--- src/gpf_pkg.sv ---
/*
  Shared constants for the port 4 to port 7 GPIO block: register byte
  addresses, reset values, field positions and power-mode codes.
  Assumes a byte-wide register port with 16-bit byte addresses.
*/
package gpf_pkg;

  // Register port widths
  localparam int ADDR_W = 16;
  localparam int DATA_W = 8;

  // Register byte addresses
  localparam logic [15:0] A_P5_WAKE  = 16'hffcc;  // Port 5 wakeup select
  localparam logic [15:0] A_P4_DATA  = 16'hffd7;  // Port 4 data
  localparam logic [15:0] A_P5_DATA  = 16'hffd8;  // Port 5 data
  localparam logic [15:0] A_P6_DATA  = 16'hffd9;  // Port 6 data
  localparam logic [15:0] A_P7_DATA  = 16'hffda;  // Port 7 data
  localparam logic [15:0] A_P5_PU    = 16'hffe2;  // Port 5 pull-up
  localparam logic [15:0] A_P6_PU    = 16'hffe3;  // Port 6 pull-up
  localparam logic [15:0] A_P4_DIR   = 16'hffe7;  // Port 4 direction
  localparam logic [15:0] A_P5_DIR   = 16'hffe8;  // Port 5 direction
  localparam logic [15:0] A_P6_DIR   = 16'hffe9;  // Port 6 direction
  localparam logic [15:0] A_P7_DIR   = 16'hffea;  // Port 7 direction

  // Reset and read-back values
  localparam logic [7:0] P4_RESET    = 8'hf8;     // Port 4 data and direction
  localparam logic [7:0] PX_RESET    = 8'h00;     // Ports 5 to 7 registers
  localparam logic [7:0] DIR_READ    = 8'hff;     // Write-only read-back
  localparam logic [7:0] NONE_READ   = 8'h00;     // Unmapped address

  // Port 4 layout
  localparam int P4_GP_W   = 3;                   // General pins 2..0
  localparam int P4_SCK    = 0;                   // Serial clock pin
  localparam int P4_RX     = 1;                   // Serial receive pin
  localparam int P4_TX     = 2;                   // Serial transmit pin
  localparam int P4_INT    = 3;                   // Internal input bit

  // Synchronised pin bus: port 4 low, port 7 high
  localparam int SYNC_W    = 27;
  localparam int S_P4      = 0;
  localparam int S_P5      = 3;
  localparam int S_P6      = 11;
  localparam int S_P7      = 19;

  // Operating modes
  typedef enum logic [2:0] {
    GPF_ACTIVE    = 3'h0,
    GPF_SUBACTIVE = 3'h1,
    GPF_SLEEP     = 3'h2,
    GPF_SUBSLEEP  = 3'h3,
    GPF_WATCH     = 3'h4,
    GPF_STANDBY   = 3'h5
  } gpf_pwr_t;

endpackage : gpf_pkg

--- src/gpf_ports.sv ---
/*
  GPIO logic for ports 4 to 7: data, direction, pull-up and wakeup-select
  registers, read-back merge, pin drive, serial pin sharing on port 4 and
  pin behaviour across power modes.
  Assumes the serial channel control bits, the interrupt-0 select and the
  internal decoder input come from logic on core_clk; pins are asynchronous.
*/
// Decided for this implementation: the plain strobed port.
`timescale 1ns/1ns
// Overview of operation
// - Data read: output bits latch, inputs pin
// - Direction one drives pin with data bit
// - Direction registers write-only, read all ones
// - Port 4 data and direction reset F8
// - Port 4 settings only on general pins
// - Pin 1 receives when receive-on set
// - Port 4 reset, standby, retain, run states
// - Port 5 mode bit selects wakeup input
// - Port 5 output only on general pins, pull-up on all
// - Pull-up on when input and enabled
// - Pull-ups off after reset
// - Ports 5, 6 hi-Z, standby pull-up high
// - Ports 5 to 7 registers reset zero
// - Pin 3 internal only, never external
// - Pin 3 plain input or interrupt 0
module gpf_ports (
  // Clock and reset
  input  wire logic              core_clk,
  input  wire logic              rstn,
  // Register port
  input  wire logic [15:0]       reg_addr,
  input  wire logic [7:0]        reg_wdata,
  input  wire logic              reg_wr,
  input  wire logic              reg_rd,
  output logic      [7:0]        reg_rdata,
  // Operating mode
  input  wire gpf_pkg::gpf_pwr_t pwr_mode,
  // Serial channel controls and data
  input  wire logic              ser2_pin_enable,
  input  wire logic              tx_on_bit,
  input  wire logic              rx_on_bit,
  input  wire logic              clock_src_hi,
  input  wire logic              clock_src_lo,
  input  wire logic              sync_mode_sel,
  input  wire logic              ser2_tx_out,
  input  wire logic              ser2_clock_drv,
  output logic                   ser2_rx_in,
  output logic                   ser2_clock_pin,
  // Internal decoder input and interrupt 0
  input  wire logic              int0_pin_sel,
  input  wire logic              p4_internal_in,
  output logic                   int0_n,
  // Port 4 pins 2..0
  input  wire logic [2:0]        p4_in,
  output logic      [2:0]        p4_out,
  output logic      [2:0]        p4_oe,
  // Port 5 pins
  input  wire logic [7:0]        p5_in,
  output logic      [7:0]        p5_out,
  output logic      [7:0]        p5_oe,
  output logic      [7:0]        p5_pullup_on,
  output logic      [7:0]        wakeup_input,
  // Port 6 pins
  input  wire logic [7:0]        p6_in,
  output logic      [7:0]        p6_out,
  output logic      [7:0]        p6_oe,
  output logic      [7:0]        p6_pullup_on,
  // Port 7 pins
  input  wire logic [7:0]        p7_in,
  output logic      [7:0]        p7_out,
  output logic      [7:0]        p7_oe
);

  // Merge latched data and live pin level by direction
  function automatic logic [7:0] rd_mix(input logic [7:0] dir,
                                        input logic [7:0] data,
                                        input logic [7:0] pin);
    rd_mix = (dir & data) | (~dir & pin);
  endfunction : rd_mix

  // Synchronised pins
  logic [gpf_pkg::SYNC_W-1:0] pin_s;        // All pin levels after two flops
  logic [2:0]                 p4_s;         // Port 4 pin levels
  logic [7:0]                 p5_s;         // Port 5 pin levels
  logic [7:0]                 p6_s;         // Port 6 pin levels
  logic [7:0]                 p7_s;         // Port 7 pin levels

  // Software registers
  logic [2:0] p4_data_q, p4_data_d;         // Port 4 data, pins 2..0
  logic [2:0] p4_dir_q,  p4_dir_d;          // Port 4 direction, pins 2..0
  logic [7:0] p5_data_q, p5_data_d;         // Port 5 data
  logic [7:0] p5_dir_q,  p5_dir_d;          // Port 5 direction
  logic [7:0] p5_pu_q,   p5_pu_d;           // Port 5 pull-up enables
  logic [7:0] p5_wake_q, p5_wake_d;         // Port 5 wakeup select
  logic [7:0] p6_data_q, p6_data_d;         // Port 6 data
  logic [7:0] p6_dir_q,  p6_dir_d;          // Port 6 direction
  logic [7:0] p6_pu_q,   p6_pu_d;           // Port 6 pull-up enables
  logic [7:0] p7_data_q, p7_data_d;         // Port 7 data
  logic [7:0] p7_dir_q,  p7_dir_d;          // Port 7 direction

  // Read path
  logic [7:0] rdata_q, rdata_d;             // Read data, valid one cycle
  logic [7:0] p4_view;                      // Port 4 as software sees it

  // Pin drive next values
  logic [2:0] p4_out_d, p4_oe_d;
  logic [7:0] p5_out_d, p5_oe_d, p5_pu_on_d;
  logic [7:0] p6_out_d, p6_oe_d, p6_pu_on_d;
  logic [7:0] p7_out_d, p7_oe_d;
  logic       rx_d, sck_d, int0_d;
  logic [7:0] wake_d;
  logic       run_mode;                     // Active or subactive
  logic       stby_mode;                    // Standby

  // Pin levels pass two flops before any logic reads them
  gpf_sync #(
    .WIDTH    (gpf_pkg::SYNC_W)
  ) u_sync (
    .core_clk (core_clk),
    .rstn     (rstn),
    .async_in ({p7_in, p6_in, p5_in, p4_in}),
    .sync_out (pin_s)
  );

  assign p4_s = pin_s[gpf_pkg::S_P4 +: 3];
  assign p5_s = pin_s[gpf_pkg::S_P5 +: 8];
  assign p6_s = pin_s[gpf_pkg::S_P6 +: 8];
  assign p7_s = pin_s[gpf_pkg::S_P7 +: 8];

  // Register writes; every register keeps its value otherwise
  always_comb begin
    p4_data_d = p4_data_q;
    p4_dir_d  = p4_dir_q;
    p5_data_d = p5_data_q;
    p5_dir_d  = p5_dir_q;
    p5_pu_d   = p5_pu_q;
    p5_wake_d = p5_wake_q;
    p6_data_d = p6_data_q;
    p6_dir_d  = p6_dir_q;
    p6_pu_d   = p6_pu_q;
    p7_data_d = p7_data_q;
    p7_dir_d  = p7_dir_q;
    if (reg_wr) begin
      unique case (reg_addr)
        // Upper port 4 bits and bit 3 have no storage
        gpf_pkg::A_P4_DATA: p4_data_d = reg_wdata[2:0];
        gpf_pkg::A_P4_DIR:  p4_dir_d  = reg_wdata[2:0];
        gpf_pkg::A_P5_DATA: p5_data_d = reg_wdata;
        gpf_pkg::A_P5_DIR:  p5_dir_d  = reg_wdata;
        gpf_pkg::A_P5_PU:   p5_pu_d   = reg_wdata;
        gpf_pkg::A_P5_WAKE: p5_wake_d = reg_wdata;
        gpf_pkg::A_P6_DATA: p6_data_d = reg_wdata;
        gpf_pkg::A_P6_DIR:  p6_dir_d  = reg_wdata;
        gpf_pkg::A_P6_PU:   p6_pu_d   = reg_wdata;
        gpf_pkg::A_P7_DATA: p7_data_d = reg_wdata;
        gpf_pkg::A_P7_DIR:  p7_dir_d  = reg_wdata;
        // Unmapped writes are dropped
        default: begin
        end
      endcase
    end
  end

  // Register storage with documented reset values
  always_ff @(posedge core_clk or negedge rstn) begin
    if (!rstn) begin
      p4_data_q <= gpf_pkg::P4_RESET[2:0];
      p4_dir_q  <= gpf_pkg::P4_RESET[2:0];
      p5_data_q <= gpf_pkg::PX_RESET;
      p5_dir_q  <= gpf_pkg::PX_RESET;
      p5_pu_q   <= gpf_pkg::PX_RESET;
      p5_wake_q <= gpf_pkg::PX_RESET;
      p6_data_q <= gpf_pkg::PX_RESET;
      p6_dir_q  <= gpf_pkg::PX_RESET;
      p6_pu_q   <= gpf_pkg::PX_RESET;
      p7_data_q <= gpf_pkg::PX_RESET;
      p7_dir_q  <= gpf_pkg::PX_RESET;
    end else begin
      p4_data_q <= p4_data_d;
      p4_dir_q  <= p4_dir_d;
      p5_data_q <= p5_data_d;
      p5_dir_q  <= p5_dir_d;
      p5_pu_q   <= p5_pu_d;
      p5_wake_q <= p5_wake_d;
      p6_data_q <= p6_data_d;
      p6_dir_q  <= p6_dir_d;
      p6_pu_q   <= p6_pu_d;
      p7_data_q <= p7_data_d;
      p7_dir_q  <= p7_dir_d;
    end
  end

  // Port 4 read view: upper ones, bit 3 from the decoder
  always_comb begin
    p4_view = rd_mix({gpf_pkg::P4_RESET[7:3], p4_dir_q},
                     {gpf_pkg::P4_RESET[7:3], p4_data_q},
                     {5'h00, p4_s});
    p4_view[gpf_pkg::P4_INT] = p4_internal_in;
  end

  // Read decode; data stand one cycle after the strobe only
  always_comb begin
    rdata_d = gpf_pkg::NONE_READ;
    if (reg_rd) begin
      unique case (reg_addr)
        gpf_pkg::A_P4_DATA: rdata_d = p4_view;
        gpf_pkg::A_P5_DATA: rdata_d = rd_mix(p5_dir_q & ~p5_wake_q,
                                             p5_data_q, p5_s);
        gpf_pkg::A_P6_DATA: rdata_d = rd_mix(p6_dir_q, p6_data_q, p6_s);
        gpf_pkg::A_P7_DATA: rdata_d = rd_mix(p7_dir_q, p7_data_q, p7_s);
        gpf_pkg::A_P5_PU:   rdata_d = p5_pu_q;
        gpf_pkg::A_P6_PU:   rdata_d = p6_pu_q;
        gpf_pkg::A_P5_WAKE: rdata_d = p5_wake_q;
        // Direction registers hide their contents
        gpf_pkg::A_P4_DIR,
        gpf_pkg::A_P5_DIR,
        gpf_pkg::A_P6_DIR,
        gpf_pkg::A_P7_DIR:  rdata_d = gpf_pkg::DIR_READ;
        default:            rdata_d = gpf_pkg::NONE_READ;
      endcase
    end
  end

  // Read data register
  always_ff @(posedge core_clk or negedge rstn) begin
    if (!rstn) begin
      rdata_q <= gpf_pkg::NONE_READ;
    end else begin
      rdata_q <= rdata_d;
    end
  end

  // Pin function, pull-ups and power-mode behaviour
  always_comb begin
    run_mode  = 1'b1;
    stby_mode = 1'b0;
    unique case (pwr_mode)
      gpf_pkg::GPF_ACTIVE,
      gpf_pkg::GPF_SUBACTIVE: run_mode = 1'b1;
      // Pins keep whatever they last showed
      gpf_pkg::GPF_SLEEP,
      gpf_pkg::GPF_SUBSLEEP,
      gpf_pkg::GPF_WATCH:     run_mode = 1'b0;
      gpf_pkg::GPF_STANDBY: begin
        run_mode  = 1'b0;
        stby_mode = 1'b1;
      end
      // Spare codes behave as active
      default:                run_mode = 1'b1;
    endcase

    // Defaults hold every output but the wakeup lines and read data
    p4_out_d   = p4_out;
    p4_oe_d    = p4_oe;
    p5_out_d   = p5_out;
    p5_oe_d    = p5_oe;
    p5_pu_on_d = p5_pullup_on;
    p6_out_d   = p6_out;
    p6_oe_d    = p6_oe;
    p6_pu_on_d = p6_pullup_on;
    p7_out_d   = p7_out;
    p7_oe_d    = p7_oe;
    int0_d     = int0_n;
    rx_d       = ser2_rx_in;
    sck_d      = ser2_clock_pin;

    if (run_mode) begin
      // Port 4 general use first, serial takes pins over below
      p4_out_d = p4_data_q;
      p4_oe_d  = p4_dir_q;
      rx_d     = 1'b1;
      sck_d    = 1'b1;
      if (ser2_pin_enable && tx_on_bit) begin
        p4_out_d[gpf_pkg::P4_TX] = ser2_tx_out;
        p4_oe_d[gpf_pkg::P4_TX]  = 1'b1;
      end
      if (rx_on_bit) begin
        p4_oe_d[gpf_pkg::P4_RX] = 1'b0;
        rx_d                    = p4_s[gpf_pkg::P4_RX];
      end
      // External clock wins over the internal clock choice
      if (clock_src_hi) begin
        p4_oe_d[gpf_pkg::P4_SCK] = 1'b0;
        sck_d                    = p4_s[gpf_pkg::P4_SCK];
      end else if (sync_mode_sel || clock_src_lo) begin
        p4_out_d[gpf_pkg::P4_SCK] = ser2_clock_drv;
        p4_oe_d[gpf_pkg::P4_SCK]  = 1'b1;
      end
      // Pin 3 never reaches a pad; it feeds interrupt 0 and the port 4 read view
      int0_d = int0_pin_sel ? p4_internal_in : 1'b1;

      // Wakeup pins are not driven while running; their pull-up still follows the direction bit
      p5_out_d   = p5_data_q;
      p5_oe_d    = p5_dir_q & ~p5_wake_q;
      p5_pu_on_d = ~p5_dir_q & p5_pu_q;
      p6_out_d   = p6_data_q;
      p6_oe_d    = p6_dir_q;
      p6_pu_on_d = ~p6_dir_q & p6_pu_q;
      // Port 7 has no alternate use and no pull-up
      p7_out_d   = p7_data_q;
      p7_oe_d    = p7_dir_q;
    end else if (stby_mode) begin
      // Float pads; a pulled-up pin is driven high instead
      p4_oe_d    = 3'h0;
      p5_out_d   = p5_pullup_on;
      p5_oe_d    = p5_pullup_on;
      p6_out_d   = p6_pullup_on;
      p6_oe_d    = p6_pullup_on;
      p7_oe_d    = 8'h00;
    end
  end

  // Wakeup lines stay live in every mode so they can end a sleep
  always_comb begin
    wake_d = p5_s | ~p5_wake_q;
  end

  // Pin drive flops; reset floats every pad
  always_ff @(posedge core_clk or negedge rstn) begin
    if (!rstn) begin
      p4_out       <= 3'h0;
      p4_oe        <= 3'h0;
      p5_out       <= 8'h00;
      p5_oe        <= 8'h00;
      p5_pullup_on <= 8'h00;
      p6_out       <= 8'h00;
      p6_oe        <= 8'h00;
      p6_pullup_on <= 8'h00;
      p7_out       <= 8'h00;
      p7_oe        <= 8'h00;
      int0_n       <= 1'b1;
      ser2_rx_in   <= 1'b1;
      ser2_clock_pin <= 1'b1;
      wakeup_input <= 8'hff;
    end else begin
      p4_out       <= p4_out_d;
      p4_oe        <= p4_oe_d;
      p5_out       <= p5_out_d;
      p5_oe        <= p5_oe_d;
      p5_pullup_on <= p5_pu_on_d;
      p6_out       <= p6_out_d;
      p6_oe        <= p6_oe_d;
      p6_pullup_on <= p6_pu_on_d;
      p7_out       <= p7_out_d;
      p7_oe        <= p7_oe_d;
      int0_n       <= int0_d;
      ser2_rx_in   <= rx_d;
      ser2_clock_pin <= sck_d;
      wakeup_input <= wake_d;
    end
  end

  // Read data straight from its flop
  assign reg_rdata = rdata_q;

endmodule : gpf_ports

--- src/gpf_sync.sv ---
/*
  Two-flop synchroniser for a bus of independent pin levels.
  Assumes each bit is a slow level; no bus coherence is implied.
*/
`timescale 1ns/1ns
module gpf_sync #(
  parameter int WIDTH = 1
) (
  // Clock and reset
  input  wire logic             core_clk,
  input  wire logic             rstn,
  // Levels
  input  wire logic [WIDTH-1:0] async_in,
  output logic      [WIDTH-1:0] sync_out
);

  logic [WIDTH-1:0] meta_q;  // First stage, read only by second stage

  // Two stages; the first stage feeds nothing else
  always_ff @(posedge core_clk or negedge rstn) begin
    if (!rstn) begin
      meta_q   <= '0;
      sync_out <= '0;
    end else begin
      meta_q   <= async_in;
      sync_out <= meta_q;
    end
  end

endmodule : gpf_sync

--- config.mk ---
export PLATFORM = sky130hd
export DESIGN_NAME = gpf_ports
export DESIGN_NICKNAME = d
export VERILOG_FILES = /design/src/gpf_pkg.sv /design/src/gpf_ports.sv /design/src/gpf_sync.sv
export SDC_FILE = /design/constraint.sdc
export NUM_CORES = 1
export LEC_CHECK = 0
export ABC_AREA = 1
export BUFFER_PORTS_ARGS = -buffer_cell sky130_fd_sc_hd__buf_2
export CORE_MARGIN = 4
export CORE_UTILIZATION = 50
export DETAILED_ROUTE_END_ITERATION = 8
export PLACE_DENSITY_LB_ADDON = 0.1
export SLEW_MARGIN = 30
export SYNTH_ARGS = -nofsm -noshare
export SYNTH_HDL_FRONTEND = slang
export SYNTH_SLANG_ARGS = --single-unit
--- constraint.sdc ---
create_clock -name core_clk -period 1.01 [get_ports core_clk]
set_input_delay 0.0505 -clock core_clk [delete_from_list [all_inputs] [get_ports core_clk]]
set_output_delay 0.0505 -clock core_clk [all_outputs]
set_load 0.005 [all_outputs]
# Word-level counts from Yosys, hierarchy flattened

Cells that the tools add are included.

Reduce and logical (&&, ||, !) cells: 15
Multiplexer cells: 23
Equality and inequality tests: 16
Bitwise gates (word level): 22

Operators with widths:

| kind                   | number |
|---|---|
| $eq A16 B16 Y1 const B | 11 |
| $and A8 B8 Y8          | 10 |
| $mux W8                | 9 |
| $pmux W8 S8            | 1 |
| $not A8 Y8             | 6 |
| $or A8 B8 Y8           | 5 |
| $reduce_and A2 Y1      | 11 |
| $mux W1                | 11 |
| $and A8 B3 Y8          | 1 |
| $reduce_or A4 Y1       | 2 |
| $eq A3 B2 Y1 const B   | 2 |
| $eq A3 B3 Y1 const B   | 2 |
| $mux W3                | 2 |
| $ne A2 B1 Y1 const B   | 1 |
| $logic_and A1 B1 Y1    | 1 |
| $logic_or A1 B1 Y1     | 1 |

Input port bits: 68
Output and inout port bits: 89
Word-level logic and storage cells: 104
Register bits: 221

# Longest topological paths before layout

Depth after elaboration: 7
Gate-level depth with buffers: 12
Depth with buffers taken out: 10

# Hierarchy

Synthesis repeated with hierarchy kept, for this count alone.

Cells, all modules: 944
Area, all modules: 8939.8 um^2

Modules (own cells, without submodules):

| module    | area an instance (um^2) | times used | cells each | sequential area each (um^2) |
|---|---|---|---|---|
| gpf_ports | 7588.5                  | 1          | 890        | 4192.8 |
| gpf_sync  | 1351.3                  | 1          | 54         | 1351.3 |

# Least setup slack after synthesis

No wires, ideal clock.

Path kind: input -> register
Start: in reg_addr[11]
End: reg p4_dir_q[0]
Data arrival time: 1.011 ns
Required time: 0.878 ns
Buffers on the path: 2
Library setup time: 0.132 ns
Cell stages on the path: 9
Setup slack: -0.133 ns
Cell sequence: nand2_1 > inv_2 > nand2_1 > nor2_8 > buf_8 > buf_6 > nand3_1 > nand2_1 > o21ai_1

Cells in the longest elaborated chain, start to end: 2

RTL lines:

| element                            | line             | RTL |
|---|---|---|
| start, declared                    | gpf_ports.sv:31  | `input wire logic [15:0] reg_addr,` |
| $eq A16 B16 Y1                     | gpf_ports.sv:144 | `unique case (reg_addr)` |
| $reduce_and A2 Y1 (no source line) | -                |  |
| end signal, assigned               | gpf_ports.sv:168 | `p4_dir_q <= gpf_pkg::P4_RESET[2:0];` |
| end signal, assigned               | gpf_ports.sv:180 | `p4_dir_q <= p4_dir_d;` |
| end, declared                      | gpf_ports.sv:90  | `logic [2:0] p4_dir_q, p4_dir_d;` |

Every way passes these cells.
A chain may end at the register's enable or synchronous reset.

# Worst setup path in the final report

Start: reg p5_wake_q[4]
End: reg rdata_q[4], in the netlist reg_rdata[4]

Cells in the longest elaborated chain, start to end: 7
Elaborated cells between the ends (all ways): 8
Those cells by class: mux (2); bitwise (6)

RTL lines:

| element                | line             | RTL |
|---|---|---|
| start, declared        | gpf_ports.sv:94  | `logic [7:0] p5_wake_q, p5_wake_d;` |
| start signal, assigned | gpf_ports.sv:172 | `p5_wake_q <= gpf_pkg::PX_RESET;` |
| start signal, assigned | gpf_ports.sv:184 | `p5_wake_q <= p5_wake_d;` |
| $not A8 Y8             | gpf_ports.sv:207 | `gpf_pkg::A_P5_DATA: rdata_d = rd_mix(p5_dir_q & ~p5_wake_q,` |
| $and A8 B8 Y8          | gpf_ports.sv:207 |  |
| $not A8 Y8             | gpf_ports.sv:78  | `rd_mix = (dir & data) \| (~dir & pin);` |
| $and A8 B8 Y8          | gpf_ports.sv:78  |  |
| $or A8 B8 Y8           | gpf_ports.sv:78  |  |
| $pmux W8 S8 (*)        | gpf_ports.sv:205 | `unique case (reg_addr)` |
| $mux W8 (*)            | gpf_ports.sv:204 | `if (reg_rd) begin` |
| net rdata_d[4]         | gpf_ports.sv:102 | `logic [7:0] rdata_q, rdata_d;` |
| end signal, assigned   | gpf_ports.sv:227 | `rdata_q <= gpf_pkg::NONE_READ;` |
| end signal, assigned   | gpf_ports.sv:229 | `rdata_q <= rdata_d;` |
| end, declared          | gpf_ports.sv:102 |  |

Mark *: on every way through the listed nets, which the timed path passes. The rest lies on a longest branch.

==> flow_summary.toml <==
[routing]
vias_per_cell = 5.079
vias = 8066
wl_met3_um = 1495
wl_met2_um = 12890
wl_per_cell_um = 16.56
firstDrtPassIters = 5
top_layer = "met4"
wl_um = 26290
drc_errors = 0
drtIter0Drc = 487
drtAntennaViolNets = 0
wl_met1_um = 11330

[placement]
io_buffers = 156
dpl.hpwl_um = 17650
gp_congestion = 0.9163
place_inst = 1432
dp_slack_ps = -315.6

[synthesis]
synth_top_area_cell = "dfrtp_1"
netlist_top_cells_count = "nand2_1 (265), dfrtp_1 (210), nand3_1 (95), o21ai_1 (95), nor2_1 (74)"
synth_flop_cell = "dfrtp_1"
yosysMostFrequentCell = "nand2_1"
synth_cells = 944
syn_nets = 1012
yosys_warnings = 0
ys_async_sr_fraction_pct = 100.0
synth_edf_count = 0
yosys-top-cells-area = "dfrtp_1 (59%), nand2_1 (11%), nand3_1 (5.3%), o21ai_1 (5.3%), dfstp_2 (3.2%)"
synth_seq_area_share_pct = 62.09
synth_cell_types = 28
synth.avg_cell_area_um2 = 9.458
synthesis.area_um2 = 8929
synth_top_cell_area_share_pct = 58.86
synth-seq-cells = 221

[worst_setup_path]
cp.required_ps = 1410
arrival_ps = 1630
worstSetupEndpointType = "register"
max_stage_delay_ps = 380
r2r_setup_slack_ps = -220
r2r_cells = 10
rr_startpoint = "p5_wake_q[4]"
critPathMostFrequentCell = "nand2_2"
r2r-end = "reg_rdata[4]"
crit_slowest_cell = "dfrtp_1"
crit_path_start = "p5_wake_q[4]"
crit_family = "simple AND/OR/NAND/NOR gates"
path_cells = "inv_2, nand2_2, nand2_2, nand2_2, nand3_2, nand2_2, nor2_1, nand2_1, nor2_1, nor2_1"
startpoint_type = "register"
critPathMaxFanout = 4
path_class = "register to register"
path_buf_inv = 1

[clocking]
insertion_delay_ps = 510
tritoncts = "yes"
cts_htree_levels = 1
clock-root-buffer = "clkbuf_16"
cts-buffers-inserted = 24
cts.clk_slew.worst_paths_ps = 60
clock-sinks = 221
cts_max_path_buffers = 3

[floorplan]
io_pins = 157
rows = 48
die_area_um2 = 20060
core-area_um2 = 17420
die_w_um = 141.6
start_util_pct = 51.26
die_height_um = 141.6

[finish]
nets = 1414
largestRegisters = "u_sync.meta_q (27), u_sync.sync_out (27)"
drive_gt1_share_pct = 39.99
antenna_cells = 0
instances_no_fill = 1588
synthToLayoutAreaGrowth_pct = 48.81
final_util_pct = 76.29
nFillCells = 1204

[sta]
max_slew_margin_pct = 72.88
setup_viol = 98
fmax_mhz = 811.4
maxSlewViolCount = 0
finalCritPeriodShare_pct = 122.0
period_minus_slack_ps = 1232
clock_skew_ps = 9.355
final.setup.worst_slack_ps = -222.4
finalHoldViolCount = 0
rsz0062_at_grt = "yes"
worst_slew_pin_slew_ps = 406.4

[global_routing]
grt.overflow.total = 0
track_usage_pct = 25.90
grt_pass1_vias = 8086
grt_pass1_wl_um = 41490
grt_antenna_before_repair = 0
grt_max_degree = 46

[power]
finalPower_uw = 19300
leakagePower_uw = 0.006890
ir_drop_v = 0.001400
powerDensity_nw_per_um2 = 1453

[job]
maxCapViolCount = 0

[hold_path]
whs_path_depth = 3
min_from = "reg_wdata[7]"
hp-class = "input port to register"
min_to = "p5_data_q[7]"

[status]
status = "complete, but fails checks"
violations = "negative setup slack"
==> worst max-delay path by stage <==
stage / to / slack (ps) / cells past startpoint
finish: reg_rdata[4] / -220 / 10
global route: reg_rdata[4] / -330 / 10
CTS: reg_rdata[4] / -230 / 10
detailed placement: reg_rdata[2] / -320 / 11
global placement: reg_rdata[7] / -270 / 11
floorplan: reg_rdata[1] / -70 / 10
==> metal layers <==
layer  vias up  track usage [%]
met2       266            43.06
met1      3866            35.62
li1       3890                -
met4         0            7.121
met5         -                0
met3        44            4.247
==> tightest hold or removal path, cell delays in order <==
cell     delay (ps)
buf_2            80
inv_1           170
o21ai_1         180
==> stage by stage <==
step                      setup TNS [ps]  cell area (um^2)  hold slack, ps
after floorplan                    -1058              9220          -245.1
after global placement            -28600             11300          -42.88
after detailed placement          -31100             11300          -44.83
after CTS                          -8969             12920          -150.9
after global routing              -11920             13290           16.26
final                              -7929             13290           8.429
==> cells in the final DEF, fill, tap and decap left out, drive strengths merged <==
master,instances
buf,368
nand2,271
dfrtp,210
o21ai,120
nand3,105
nor2,85
inv,65
dlygate4sd3,44
clkbuf,40
a22o,16
dfstp,11
or2,10
o211ai,8
a21oi,3
a31oi,2
bufinv,2
mux2i,1
a32o,1
clkinv,1
==> power by group <==
part	internal (uW)	switching (uW)	leakage (uW)	total, uW
Combinational	566	802	0.00357	1370
Sequential	9010	60.6	0.00292	9070
Clock	5480	3380	0.000394	8860
Total	15100	4250	0.00689	19300
==> logic make-up after synthesis <==
group | after synthesis | share of synthesized area [%]
simple gates | 471 | 23.39
flops | 221 | 62.09
compound gates | 150 | 9.389
buf+inv | 101 | 5.017
mux | 1 | 0.1121
==> area by class of cell <==
class                           count  area, um^2  share of cell area [%]
Multi-Input combinational cell    622        3276                   24.65
Inverter                           65       254.0                   1.912
Clock inverter                      3       65.06                  0.4897
Tap cell                          225       281.5                   2.119
Sequential cell                   221        5544                   41.73
Timing Repair Buffer              412        3124                   23.51
Clock buffer                       40       742.0                   5.584
==> repair_timing <==
item	4_1_cts	5_1_grt
hold buffers	43	1
hold endpoints to repair	305	8
buffers inserted	43	32
gates cloned	0	0
setup endpoints to repair	97	100
resized for setup	45	49
pin swaps	17	32
(Power assumes the default switching activity.)
